## config.mk

```make
export PLATFORM = sky130hd
export DESIGN_NAME = epwm_core
export DESIGN_NICKNAME = d
export VERILOG_FILES = /design/src/logic/epwm_core.v
export VERILOG_INCLUDE_DIRS = /design/src /design/src/logic
export SDC_FILE = /design/constraint.sdc
export NUM_CORES = 1
export LEC_CHECK = 0
export BUFFER_PORTS_ARGS = -buffer_cell sky130_fd_sc_hd__buf_2
export CAP_MARGIN = 20
export CORE_UTILIZATION = 50
export DETAILED_ROUTE_END_ITERATION = 16
export GPL_ROUTABILITY_DRIVEN = 0
export PLACE_DENSITY_LB_ADDON = 0.12
export SLEW_MARGIN = 15
export SYNTH_ARGS = -nofsm -noshare
export SYNTH_HDL_FRONTEND = slang
export SYNTH_SLANG_ARGS = --single-unit
```

## constraint.sdc

```tcl
create_clock -name hclk -period 1.69 [get_ports hclk]
set_input_delay 0.338 -clock hclk [delete_from_list [all_inputs] [get_ports hclk]]
set_output_delay 0.338 -clock hclk [all_outputs]
set_load 0.02 [all_outputs]
```

## src/logic/epwm_defines.vh

```
// register map, field positions, reset values and codes for the pwm block
`ifndef EPWM_DEFINES_VH
`define EPWM_DEFINES_VH

`define EPWM_OFS_TIMEBASE     12'h000
`define EPWM_OFS_SHUTDOWN     12'h004
`define EPWM_OFS_RESTART      12'h008
`define EPWM_OFS_STEERING     12'h00C
`define EPWM_OFS_CHAN_CTRL    12'h010
`define EPWM_OFS_PORT_CTRL    12'h014
`define EPWM_OFS_STATUS       12'h018

`define EPWM_RST_TIMEBASE     8'h00
`define EPWM_RST_SHUTDOWN     8'h00
`define EPWM_RST_RESTART      8'h00
`define EPWM_RST_STEERING     5'h01
`define EPWM_RST_STEER_EN     4'h1
`define EPWM_RST_CHAN_CTRL    8'h00
`define EPWM_RST_PORT_CTRL    8'h00

`define EPWM_SD_STATUS_BIT    7
`define EPWM_SD_SRC_HI        6
`define EPWM_SD_SRC_LO        4
`define EPWM_SD_AC_HI         3
`define EPWM_SD_AC_LO         2
`define EPWM_SD_BD_HI         1
`define EPWM_SD_BD_LO         0
`define EPWM_RS_EN_BIT        7
`define EPWM_ST_SYNC_BIT      4
`define EPWM_ST_MASK          8'h1F
`define EPWM_CC_MODE_PWM      2'h3
`define EPWM_CC_CFG_SINGLE    2'h0

`define EPWM_TB_FIRST         2'h0
`define EPWM_TB_SECOND        2'h1
`define EPWM_TB_THIRD         2'h2

`define EPWM_SAFE_LOW         2'h0
`define EPWM_SAFE_HIGH        2'h1

`define EPWM_CYC_PER_INSTR    2'h3

`endif
```

## src/logic/epwm_core.v

```verilog
// enhanced pwm steering, auto-shutdown, dead-band and timebase selection
// Operation
// (RQ1) per-channel select: 00 first, 01 second, 10 third timer, 11 reserved.
// (RQ2) timebase register: ch4 bits 7-6, ch3 5-4, ch2 3-2, ch1 1-0.
// (RQ3) shutdown status bit 7 reads 1 while outputs held in safe state.
// (RQ4) source code 000 ignores all shutdown sources.
// (RQ5) codes 001/010/011: comparator one, two, or either high.
// (RQ6) 100 fault pin low; 101-111 add comparator one, two or both.
// (RQ7) shutdown drives A and C low 00, high 01, tri-state 1x.
// (RQ8) shutdown drives B and D low 00, high 01, tri-state 1x.
// (RQ9) with sync option, comparator shutdown waits for low-power timer tick.
// (RQ10) restart enable: status clears itself once condition goes away.
// (RQ11) restart disabled: status held until software clears it.
// (RQ12) seven-bit delay counts instruction cycles before active edge.
// (RQ13) clock-safety straps force the restart/delay register bits to 0.
// (RQ14) steering sync 1 updates at next period, 0 at instruction boundary.
// (RQ15) steering bits 0-3 route polarised pwm to A-D, else port pin.
// (RQ16) steering applies only in pwm mode with single output configuration.
// (RQ17) steering bits 7-5 read zero and ignore writes.
// (RQ18) low mode bits set polarity for A/C and B/D pairs.
// (RQ19) single output modulates A only; others are port pins unless steered.
// (RQ20) while shut down, safe states override waveform and steering; code applies them only to steered pins in pwm mode, port pins stay ports.
`timescale 1ns/1ps
`include "epwm_defines.vh"
module epwm_core (
    input  wire        hclk,
    input  wire        hresetn,
    input  wire        clk_en,
    input  wire        hsel,
    input  wire [11:0] haddr,
    input  wire [1:0]  htrans,
    input  wire        hwrite,
    input  wire [2:0]  hsize,
    input  wire [31:0] hwdata,
    input  wire        hready,
    output reg  [31:0] hrdata,
    output reg         hreadyout,
    output reg         hresp,
    input  wire        period_start_first,
    input  wire        period_start_second,
    input  wire        period_start_third,
    input  wire        pwm_raw,
    input  wire        lowpower_sync_tick,
    input  wire        comp1_out,
    input  wire        comp2_out,
    input  wire        fault_input_pin_n,
    input  wire        safe_clock_strap,
    input  wire [3:0]  port_data,
    output reg  [1:0]  chan1_timebase,
    output reg  [1:0]  chan2_timebase,
    output reg  [1:0]  chan3_timebase,
    output reg  [1:0]  chan4_timebase,
    output reg         bridge_out_a,
    output reg         bridge_out_b,
    output reg         bridge_out_c,
    output reg         bridge_out_d,
    output reg  [3:0]  bridge_oe
);

    localparam ST_RUN  = 2'b01;
    localparam ST_SHUT = 2'b10;

    reg  [7:0] pwm_timebase_select;
    reg  [7:0] auto_shutdown_cfg;
    reg  [7:0] restart_and_delay_control;
    reg  [4:0] output_steering_control;
    reg  [7:0] chan_ctrl;
    reg  [3:0] port_oe;
    reg  [1:0] sd_state;
    reg  [3:0] steer_live;
    reg        steer_pending;
    reg  [1:0] instr_phase;
    reg  [6:0] dly_cnt;
    reg        pwm_dly;
    reg        pwm_prev;
    reg  [1:0] pa_sync;
    reg  [1:0] pb_sync;
    reg  [1:0] pc_sync;
    reg  [1:0] c1_sync;
    reg  [1:0] c2_sync;
    reg  [1:0] flt_sync;
    reg  [1:0] tick_sync;
    reg  [1:0] pwm_sync;
    reg  [1:0] strap_sync;
    reg        c1_held;
    reg        c2_held;
    reg        comparator_sync_enable;
    reg        wr_pend;
    reg  [11:0] wr_addr;
    reg        sw_clear;
    reg  [31:0] next_rdata;

    wire [2:0] shutdown_source_sel = auto_shutdown_cfg[6:4];
    wire [1:0] pair_ac_safe_state  = auto_shutdown_cfg[3:2];
    wire [1:0] pair_bd_safe_state  = auto_shutdown_cfg[1:0];
    wire       auto_restart_enable = restart_and_delay_control[7];
    wire [6:0] deadband_delay_count = restart_and_delay_control[6:0];
    wire       steering_update_sync = output_steering_control[4];
    wire [3:0] channel_mode_sel     = chan_ctrl[3:0];
    wire [1:0] output_config_sel    = chan_ctrl[7:6];
    wire       instr_edge = (instr_phase == `EPWM_CYC_PER_INSTR);
    wire       rd_ok  = hsel & hready & htrans[1] & ~hwrite;
    wire       wr_ok  = hsel & hready & htrans[1] & hwrite;

    // period start of the timer chosen for channel one
    function sel_period;
        input [1:0] sel;
        input       p0;
        input       p1;
        input       p2;
        begin
            case (sel)
                `EPWM_TB_FIRST:  sel_period = p0; // RQ1
                `EPWM_TB_SECOND: sel_period = p1; // RQ1
                `EPWM_TB_THIRD:  sel_period = p2; // RQ1
                default:         sel_period = 1'b0;
            endcase
        end
    endfunction

    // safe-state pin value and enable from a two-bit field
    function [1:0] safe_pin;
        input [1:0] field;
        begin
            if (field[1])
                safe_pin = 2'b00;
            else if (field == `EPWM_SAFE_HIGH)
                safe_pin = 2'b11;
            else
                safe_pin = 2'b01;
        end
    endfunction

    // pick only after each timer pin is synchronised on its own
    wire period_now = sel_period(pwm_timebase_select[1:0], pa_sync[1],
                                 pb_sync[1], pc_sync[1]);

    // two-flop synchronisers for every pin input
    always @(posedge hclk or negedge hresetn) begin
        if (!hresetn) begin
            pa_sync    <= 2'b00;
            pb_sync    <= 2'b00;
            pc_sync    <= 2'b00;
            c1_sync    <= 2'b00;
            c2_sync    <= 2'b00;
            flt_sync   <= 2'b11;
            tick_sync  <= 2'b00;
            pwm_sync   <= 2'b00;
            strap_sync <= 2'b00;
        end else if (clk_en) begin
            pa_sync    <= {pa_sync[0], period_start_first};
            pb_sync    <= {pb_sync[0], period_start_second};
            pc_sync    <= {pc_sync[0], period_start_third};
            c1_sync    <= {c1_sync[0], comp1_out};
            c2_sync    <= {c2_sync[0], comp2_out};
            flt_sync   <= {flt_sync[0], fault_input_pin_n};
            tick_sync  <= {tick_sync[0], lowpower_sync_tick};
            pwm_sync   <= {pwm_sync[0], pwm_raw};
            strap_sync <= {strap_sync[0], safe_clock_strap};
        end
    end

    // comparator outputs resampled on the low-power timer tick when enabled
    always @(posedge hclk or negedge hresetn) begin
        if (!hresetn) begin
            c1_held <= 1'b0;
            c2_held <= 1'b0;
        end else if (clk_en && tick_sync[1]) begin
            c1_held <= c1_sync[1]; // RQ9
            c2_held <= c2_sync[1]; // RQ9
        end
    end

    wire c1_eff = comparator_sync_enable ? c1_held : c1_sync[1]; // RQ9
    wire c2_eff = comparator_sync_enable ? c2_held : c2_sync[1]; // RQ9
    wire flt_low = ~flt_sync[1];

    reg  sd_cond;
    always @* begin
        case (shutdown_source_sel)
            3'h0: sd_cond = 1'b0;                              // RQ4
            3'h1: sd_cond = c1_eff;                            // RQ5
            3'h2: sd_cond = c2_eff;                            // RQ5
            3'h3: sd_cond = c1_eff | c2_eff;                   // RQ5
            3'h4: sd_cond = flt_low;                           // RQ6
            3'h5: sd_cond = flt_low | c1_eff;                  // RQ6
            3'h6: sd_cond = flt_low | c2_eff;                  // RQ6
            default: sd_cond = flt_low | c1_eff | c2_eff;      // RQ6
        endcase
    end

    // ahb-lite slave: reads answered in the data phase, writes land one
    // cycle after the address phase, zero wait states
    always @(posedge hclk or negedge hresetn) begin
        if (!hresetn) begin
            wr_pend   <= 1'b0;
            wr_addr   <= 12'h000;
            hreadyout <= 1'b1;
            hresp     <= 1'b0;
            hrdata    <= 32'h00000000;
        end else if (clk_en) begin
            wr_pend   <= wr_ok;
            if (wr_ok)
                wr_addr <= haddr;
            hreadyout <= 1'b1;
            hresp     <= 1'b0;
            if (rd_ok)
                hrdata <= next_rdata;
        end
    end

    always @* begin
        next_rdata = 32'h00000000;
        case (haddr)
            `EPWM_OFS_TIMEBASE:
                next_rdata = {24'h000000, pwm_timebase_select};
            `EPWM_OFS_SHUTDOWN:
                next_rdata = {24'h000000, sd_state == ST_SHUT,
                              auto_shutdown_cfg[6:0]};          // RQ3
            `EPWM_OFS_RESTART:
                next_rdata = {24'h000000, restart_and_delay_control};
            `EPWM_OFS_STEERING:
                next_rdata = {27'h0000000, output_steering_control}; // RQ17
            `EPWM_OFS_CHAN_CTRL:
                next_rdata = {24'h000000, chan_ctrl};
            `EPWM_OFS_PORT_CTRL:
                next_rdata = {27'h0000000, comparator_sync_enable, port_oe};
            `EPWM_OFS_STATUS:
                next_rdata = {27'h0000000, steer_pending, steer_live};
            default:
                next_rdata = 32'h00000000;
        endcase
    end

    // register writes
    always @(posedge hclk or negedge hresetn) begin
        if (!hresetn) begin
            pwm_timebase_select       <= `EPWM_RST_TIMEBASE;
            auto_shutdown_cfg         <= `EPWM_RST_SHUTDOWN;
            restart_and_delay_control <= `EPWM_RST_RESTART;
            output_steering_control   <= `EPWM_RST_STEERING;
            chan_ctrl                 <= `EPWM_RST_CHAN_CTRL;
            port_oe                   <= 4'h0;
            comparator_sync_enable    <= 1'b0;
            sw_clear                  <= 1'b0;
        end else if (clk_en) begin
            sw_clear <= 1'b0;
            if (strap_sync[1])
                restart_and_delay_control <= 8'h00; // RQ13
            if (wr_pend) begin
                case (wr_addr)
                    `EPWM_OFS_TIMEBASE:
                        pwm_timebase_select <= hwdata[7:0]; // RQ2
                    `EPWM_OFS_SHUTDOWN: begin
                        auto_shutdown_cfg <= {1'b0, hwdata[6:0]};
                        sw_clear <= ~hwdata[`EPWM_SD_STATUS_BIT]; // RQ11
                    end
                    `EPWM_OFS_RESTART:
                        if (!strap_sync[1])
                            restart_and_delay_control <= hwdata[7:0];
                    `EPWM_OFS_STEERING:
                        output_steering_control <= hwdata[4:0]; // RQ17
                    `EPWM_OFS_CHAN_CTRL:
                        chan_ctrl <= hwdata[7:0];
                    `EPWM_OFS_PORT_CTRL: begin
                        port_oe                <= hwdata[3:0];
                        comparator_sync_enable <= hwdata[4];
                    end
                    default: ;
                endcase
            end
        end
    end

    // shutdown state machine; a live condition beats a software clear
    always @(posedge hclk or negedge hresetn) begin
        if (!hresetn) begin
            sd_state <= ST_RUN;
        end else if (clk_en) begin
            case (sd_state)
                ST_RUN:
                    if (sd_cond)
                        sd_state <= ST_SHUT; // RQ3
                ST_SHUT:
                    if (!sd_cond && auto_restart_enable)
                        sd_state <= ST_RUN;  // RQ10
                    else if (!sd_cond && sw_clear)
                        sd_state <= ST_RUN;  // RQ11
                default:
                    sd_state <= ST_RUN;
            endcase
        end
    end

    // instruction-cycle phase and dead-band delay on the active edge
    always @(posedge hclk or negedge hresetn) begin
        if (!hresetn) begin
            instr_phase <= 2'h0;
            dly_cnt     <= 7'h00;
            pwm_dly     <= 1'b0;
            pwm_prev    <= 1'b0;
        end else if (clk_en) begin
            instr_phase <= instr_phase + 2'h1;
            pwm_prev    <= pwm_sync[1];
            if (!pwm_sync[1]) begin
                pwm_dly <= 1'b0;
                dly_cnt <= 7'h00;
            end else if (!pwm_prev) begin
                dly_cnt <= deadband_delay_count; // RQ12
                pwm_dly <= (deadband_delay_count == 7'h00);
            end else if (dly_cnt == 7'h00) begin
                pwm_dly <= 1'b1;
            end else if (instr_edge) begin
                dly_cnt <= dly_cnt - 7'h01; // RQ12
            end
        end
    end

    // steering update timing
    always @(posedge hclk or negedge hresetn) begin
        if (!hresetn) begin
            steer_live    <= `EPWM_RST_STEER_EN;
            steer_pending <= 1'b0;
        end else if (clk_en) begin
            if (steering_update_sync) begin
                if (steer_live != output_steering_control[3:0])
                    steer_pending <= 1'b1;
                if (period_now) begin
                    steer_live    <= output_steering_control[3:0]; // RQ14
                    steer_pending <= 1'b0;
                end
            end else if (instr_edge) begin
                steer_live    <= output_steering_control[3:0]; // RQ14
                steer_pending <= 1'b0;
            end
        end
    end

    wire steer_mode = (channel_mode_sel[3:2] == `EPWM_CC_MODE_PWM) &&
                      (output_config_sel == `EPWM_CC_CFG_SINGLE); // RQ16
    wire pol_ac = pwm_dly ^ channel_mode_sel[1]; // RQ18
    wire pol_bd = pwm_dly ^ channel_mode_sel[0]; // RQ18
    wire [3:0] wave = {pol_bd, pol_ac, pol_bd, pol_ac};
    wire [3:0] route = steer_mode ? steer_live : 4'h1; // RQ15 RQ19
    wire pwm_on = (channel_mode_sel[3:2] == `EPWM_CC_MODE_PWM);
    wire [1:0] safe_ac = safe_pin(pair_ac_safe_state); // RQ7
    wire [1:0] safe_bd = safe_pin(pair_bd_safe_state); // RQ8

    // output pins
    always @(posedge hclk or negedge hresetn) begin
        if (!hresetn) begin
            bridge_out_a   <= 1'b0;
            bridge_out_b   <= 1'b0;
            bridge_out_c   <= 1'b0;
            bridge_out_d   <= 1'b0;
            bridge_oe      <= 4'h0;
            chan1_timebase <= 2'h0;
            chan2_timebase <= 2'h0;
            chan3_timebase <= 2'h0;
            chan4_timebase <= 2'h0;
        end else if (clk_en) begin
            chan1_timebase <= pwm_timebase_select[1:0]; // RQ2
            chan2_timebase <= pwm_timebase_select[3:2]; // RQ2
            chan3_timebase <= pwm_timebase_select[5:4]; // RQ2
            chan4_timebase <= pwm_timebase_select[7:6]; // RQ2
            if (sd_state == ST_SHUT && pwm_on) begin // RQ20
                // safe state wins on steered pins; port pins stay ports
                bridge_out_a <= route[0] ? safe_ac[1] : port_data[0]; // RQ7
                bridge_out_c <= route[2] ? safe_ac[1] : port_data[2]; // RQ7
                bridge_out_b <= route[1] ? safe_bd[1] : port_data[1]; // RQ8
                bridge_out_d <= route[3] ? safe_bd[1] : port_data[3]; // RQ8
                bridge_oe    <= {route[3] ? safe_bd[0] : port_oe[3],
                                 route[2] ? safe_ac[0] : port_oe[2],
                                 route[1] ? safe_bd[0] : port_oe[1],
                                 route[0] ? safe_ac[0] : port_oe[0]};
            end else if (pwm_on) begin
                bridge_out_a <= route[0] ? wave[0] : port_data[0]; // RQ15
                bridge_out_b <= route[1] ? wave[1] : port_data[1]; // RQ15
                bridge_out_c <= route[2] ? wave[2] : port_data[2]; // RQ15
                bridge_out_d <= route[3] ? wave[3] : port_data[3]; // RQ15
                bridge_oe    <= route | port_oe;
            end else begin
                bridge_out_a <= port_data[0];
                bridge_out_b <= port_data[1];
                bridge_out_c <= port_data[2];
                bridge_out_d <= port_data[3];
                bridge_oe    <= port_oe;
            end
        end
    end

endmodule

```

==> results.cfg <==
[yosys]
syn_area_mm2 = 0.005727
synth_cells = 484
synth.largest_area_cell = dfrtp_1
synthFlopType = dfrtp_1
synthDominantCellAreaShare_pct = 48.94
avgSynthCellArea_um2 = 11.83
synthArstFlopShare_pct = 100.0
synth_edf_count = 0
ys_types = 57
yosys_warnings = 0
yosysMostFrequentCell = dfrtp_1
ys_seq_elements = 117
yosys-top-cells-area = dfrtp_1 49%, mux2_2 16%, mux2i_1 4.0%
synth_commonest_cells = 112 x dfrtp_1, 81 x mux2_2, 32 x o21ai_0
yosysSeqAreaShare_pct = 51.23

[route]
num_vias = 4172
routed_wl_mm = 13.30
drt_pass1_iterations = 4
wl_per_cell_um = 17.93
drtAntennaViolNets = 0
drt_iter0_drc = 205
viasPerCell = 5.623
drc = 0

[floorplan]
rows = 38
die_h_um = 109.0
die_width_um = 109.0
dieArea_mm2 = 0.01189
core_area_mm2 = 0.01098
start_util_pct = 52.14
io_pins = 118

[final_layout]
fin_cells = 742
n_antenna_cell = 0
nets = 660
area_growth_pct = 23.68
final_area_mm2 = 0.007083
postLayoutCoreUtil_pct = 64.49
drive_above_1_share_pct = 40.37
fill_cells = 851

[timing]
setup_viol_count_final = 42
timing.fmax_ghz = 0.5188
period_share_pct = 114.0
drv_slew = 0
rsz0062_at_grt = yes
worst_pin_slew_ns = 0.4962
hold_viol_final = 0
max-slew-margin-rel_pct = 66.80
skew_ns = 0.007071
setup_ws_ns = -0.2374
setup_tns_ns = -5.690
final.min_clock_period_ns = 1.927

[min_path]
worstHoldEndpoint = c2_sync[0]
min_path_cells = 2
hp-start = comp2_out
hold_class = input port to register

[worst_setup_path]
crit_type = register to register
crit_slowest_cell = or4_4
max_stage_delay_ns = 0.57
worstSetupEndpointType = register
ff2ff_setup_slack_ns = -0.24
path_cells = or4_4 > nor3b_4 > and3_4 > mux2_4
timing.rr.end = auto_shutdown_cfg[1]
crit_required_ns = 1.99
cp-start-kind = register
r2r_start = wr_addr[1]
arrival_ns = 2.22
worstRegToRegCells = 4
cp_max_fo = 8

[power_and_ir_drop]
p_per_area_mw_per_mm2 = 1093
power_frac_seq_pct = 42.6
p_int_mw = 5.750
ir_drop_v = 0.0006992
clockPowerShare_pct = 43.0
power_leakage_nw = 3.367
power_mw = 7.745
comb_power_share_pct = 14.3
switching_share_pct = 25.76
power_switching_mw = 1.995

[global_route]
grt_overflow_total = 0
grtUsageTotal_pct = 24.74
antenna_found_initial = 0
grt_max_degree = 38
grt_pass1_wl_mm = 21.53
grt_pass1_vias = 4073

[place]
numPortBuffers = 63
post-place-cells = 705
dp_hpwl_mm = 9.751
placed_area_mm2 = 0.006400

[clock_network]
worstSkewPairLatency_ns = 0.41
htree_num_levels = 4
cts_tree = done
clk_pin_slew_ns = 0.05
clockBufferDepth = 2
cts-root-buf = clkbuf_16
numCtsBuffers = 17
numClockSinks = 117

[run]
cap_violations = 0

[outcome]
status = finished, violations left
violations = setup timing
flip-flops by register name, indices dropped and copies added (netlist names), 4 cells and up:
register                   flops
steer_live                     4
pwm_timebase_select            8
chan_ctrl                      8
output_steering_control        5
port_oe                        4
dly_cnt                        7
restart_and_delay_control      8
bridge_oe                      4
wr_addr                       12
hrdata                         8
auto_shutdown_cfg              7
per-stage QoR:
step | hold slack, ns | setup slack, ns
6_report | 0.1539 | -0.2374
3_3_place_gp | 0.2835 | -0.2399
5_1_grt | 0.1385 | -0.2767
4_1_cts | 0.1270 | -0.2471
3_5_place_dp | 0.2922 | -0.2726
2_1_floorplan | 0.04241 | -0.1557
worst max-delay path: cells and delay by family, from the launching register on:
kind             cells  cell delay [ns]
AND/OR/NAND/NOR      3             1.11
flip-flops           1             0.38
multiplexers         1             0.32
power groups by stage:
stage | clock, mW | combinational, mW | sequential [mW]
2_1_floorplan | 0 | 0.639 | 3.32
3_5_place_dp | 0 | 1.05 | 3.33
6_report | 3.33 | 1.11 | 3.30
4_1_cts | 3.42 | 1.09 | 3.28
3_3_place_gp | 0 | 1.03 | 3.31
5_1_grt | 3.53 | 1.22 | 3.33
cell type report:
cell class / instances / area, µm² / area share [%]
well taps: 140 / 175.2 / 2.473
flip-flops and latches: 117 / 2934 / 41.42
clock inverters: 10 / 80.08 / 1.131
multi-input cells: 331 / 2644 / 37.33
repair buffers: 110 / 730.7 / 10.32
clock buffers: 22 / 474.2 / 6.695
inverters: 12 / 45.04 / 0.6359
layout by cell type, fill, tap and decap left out, types with 4 or more instances in the layout:
| cell type | Yosys | layout |
|---|---|---|
| buf_4 | 27 | 41 |
| mux2_4 | 0 | 7 |
| o211ai_1 | 10 | 10 |
| clkbuf_16 | 0 | 17 |
| nor2b_1 | 4 | 4 |
| buf_12 | 0 | 4 |
| buf_2 | 4 | 62 |
| conb_1 | 2 | 26 |
| dfrtp_1 | 112 | 112 |
| nand3_1 | 10 | 10 |
| nand2_1 | 28 | 28 |
| mux2i_1 | 23 | 23 |
| nand3b_1 | 12 | 12 |
| a22oi_1 | 18 | 18 |
| dfstp_2 | 5 | 5 |
| clkinv_2 | 0 | 7 |
| o21ai_0 | 32 | 31 |
| or4_1 | 5 | 5 |
| a21oi_1 | 8 | 8 |
| xnor2_1 | 6 | 6 |
| mux2_2 | 81 | 74 |
| nor2_1 | 7 | 6 |
| inv_1 | 12 | 12 |
cells by family after synthesis:
family / synth area share [%]
xor+xnor: 1.071
mux: 19.95
flops: 51.23
simple gates: 10.88
buf+inv: 5.921
other cells: 0.1311
compound gates: 10.16
fa+ha+maj: 0.6555
repair_timing:
action | CTS | global route
endpoints found under the setup margin | 35 | 52
endpoints found under the hold margin | 20 | 0
buffers inserted | 4 | 1
hold buffers | 1 | 0
pin swaps | 4 | 4
gates resized for setup | 15 | 10
layer usage:
metal,global-route usage [%],share of wire [%],up-vias
met3,6.635,5.0,17
met5,0,0,-
met2,36.25,46,139
met1,34.80,47,2066
met4,9.846,1.6,0
li1,-,-,1950
worst max-delay path by stage:
stage                from                   end  slack [ns]  depth (start not counted)
2_1_floorplan  wr_addr[1]  auto_shutdown_cfg[0]       -0.16                          5
6_report       wr_addr[1]  auto_shutdown_cfg[1]       -0.24                          4
3_3_place_gp   wr_addr[1]  auto_shutdown_cfg[1]       -0.24                          5
3_5_place_dp   wr_addr[1]  auto_shutdown_cfg[6]       -0.27                          5
4_1_cts        wr_addr[0]  auto_shutdown_cfg[6]       -0.25                          4
5_1_grt        wr_addr[1]  auto_shutdown_cfg[0]       -0.28                          4
Note: power is estimated with default switching activity, not from simulation.
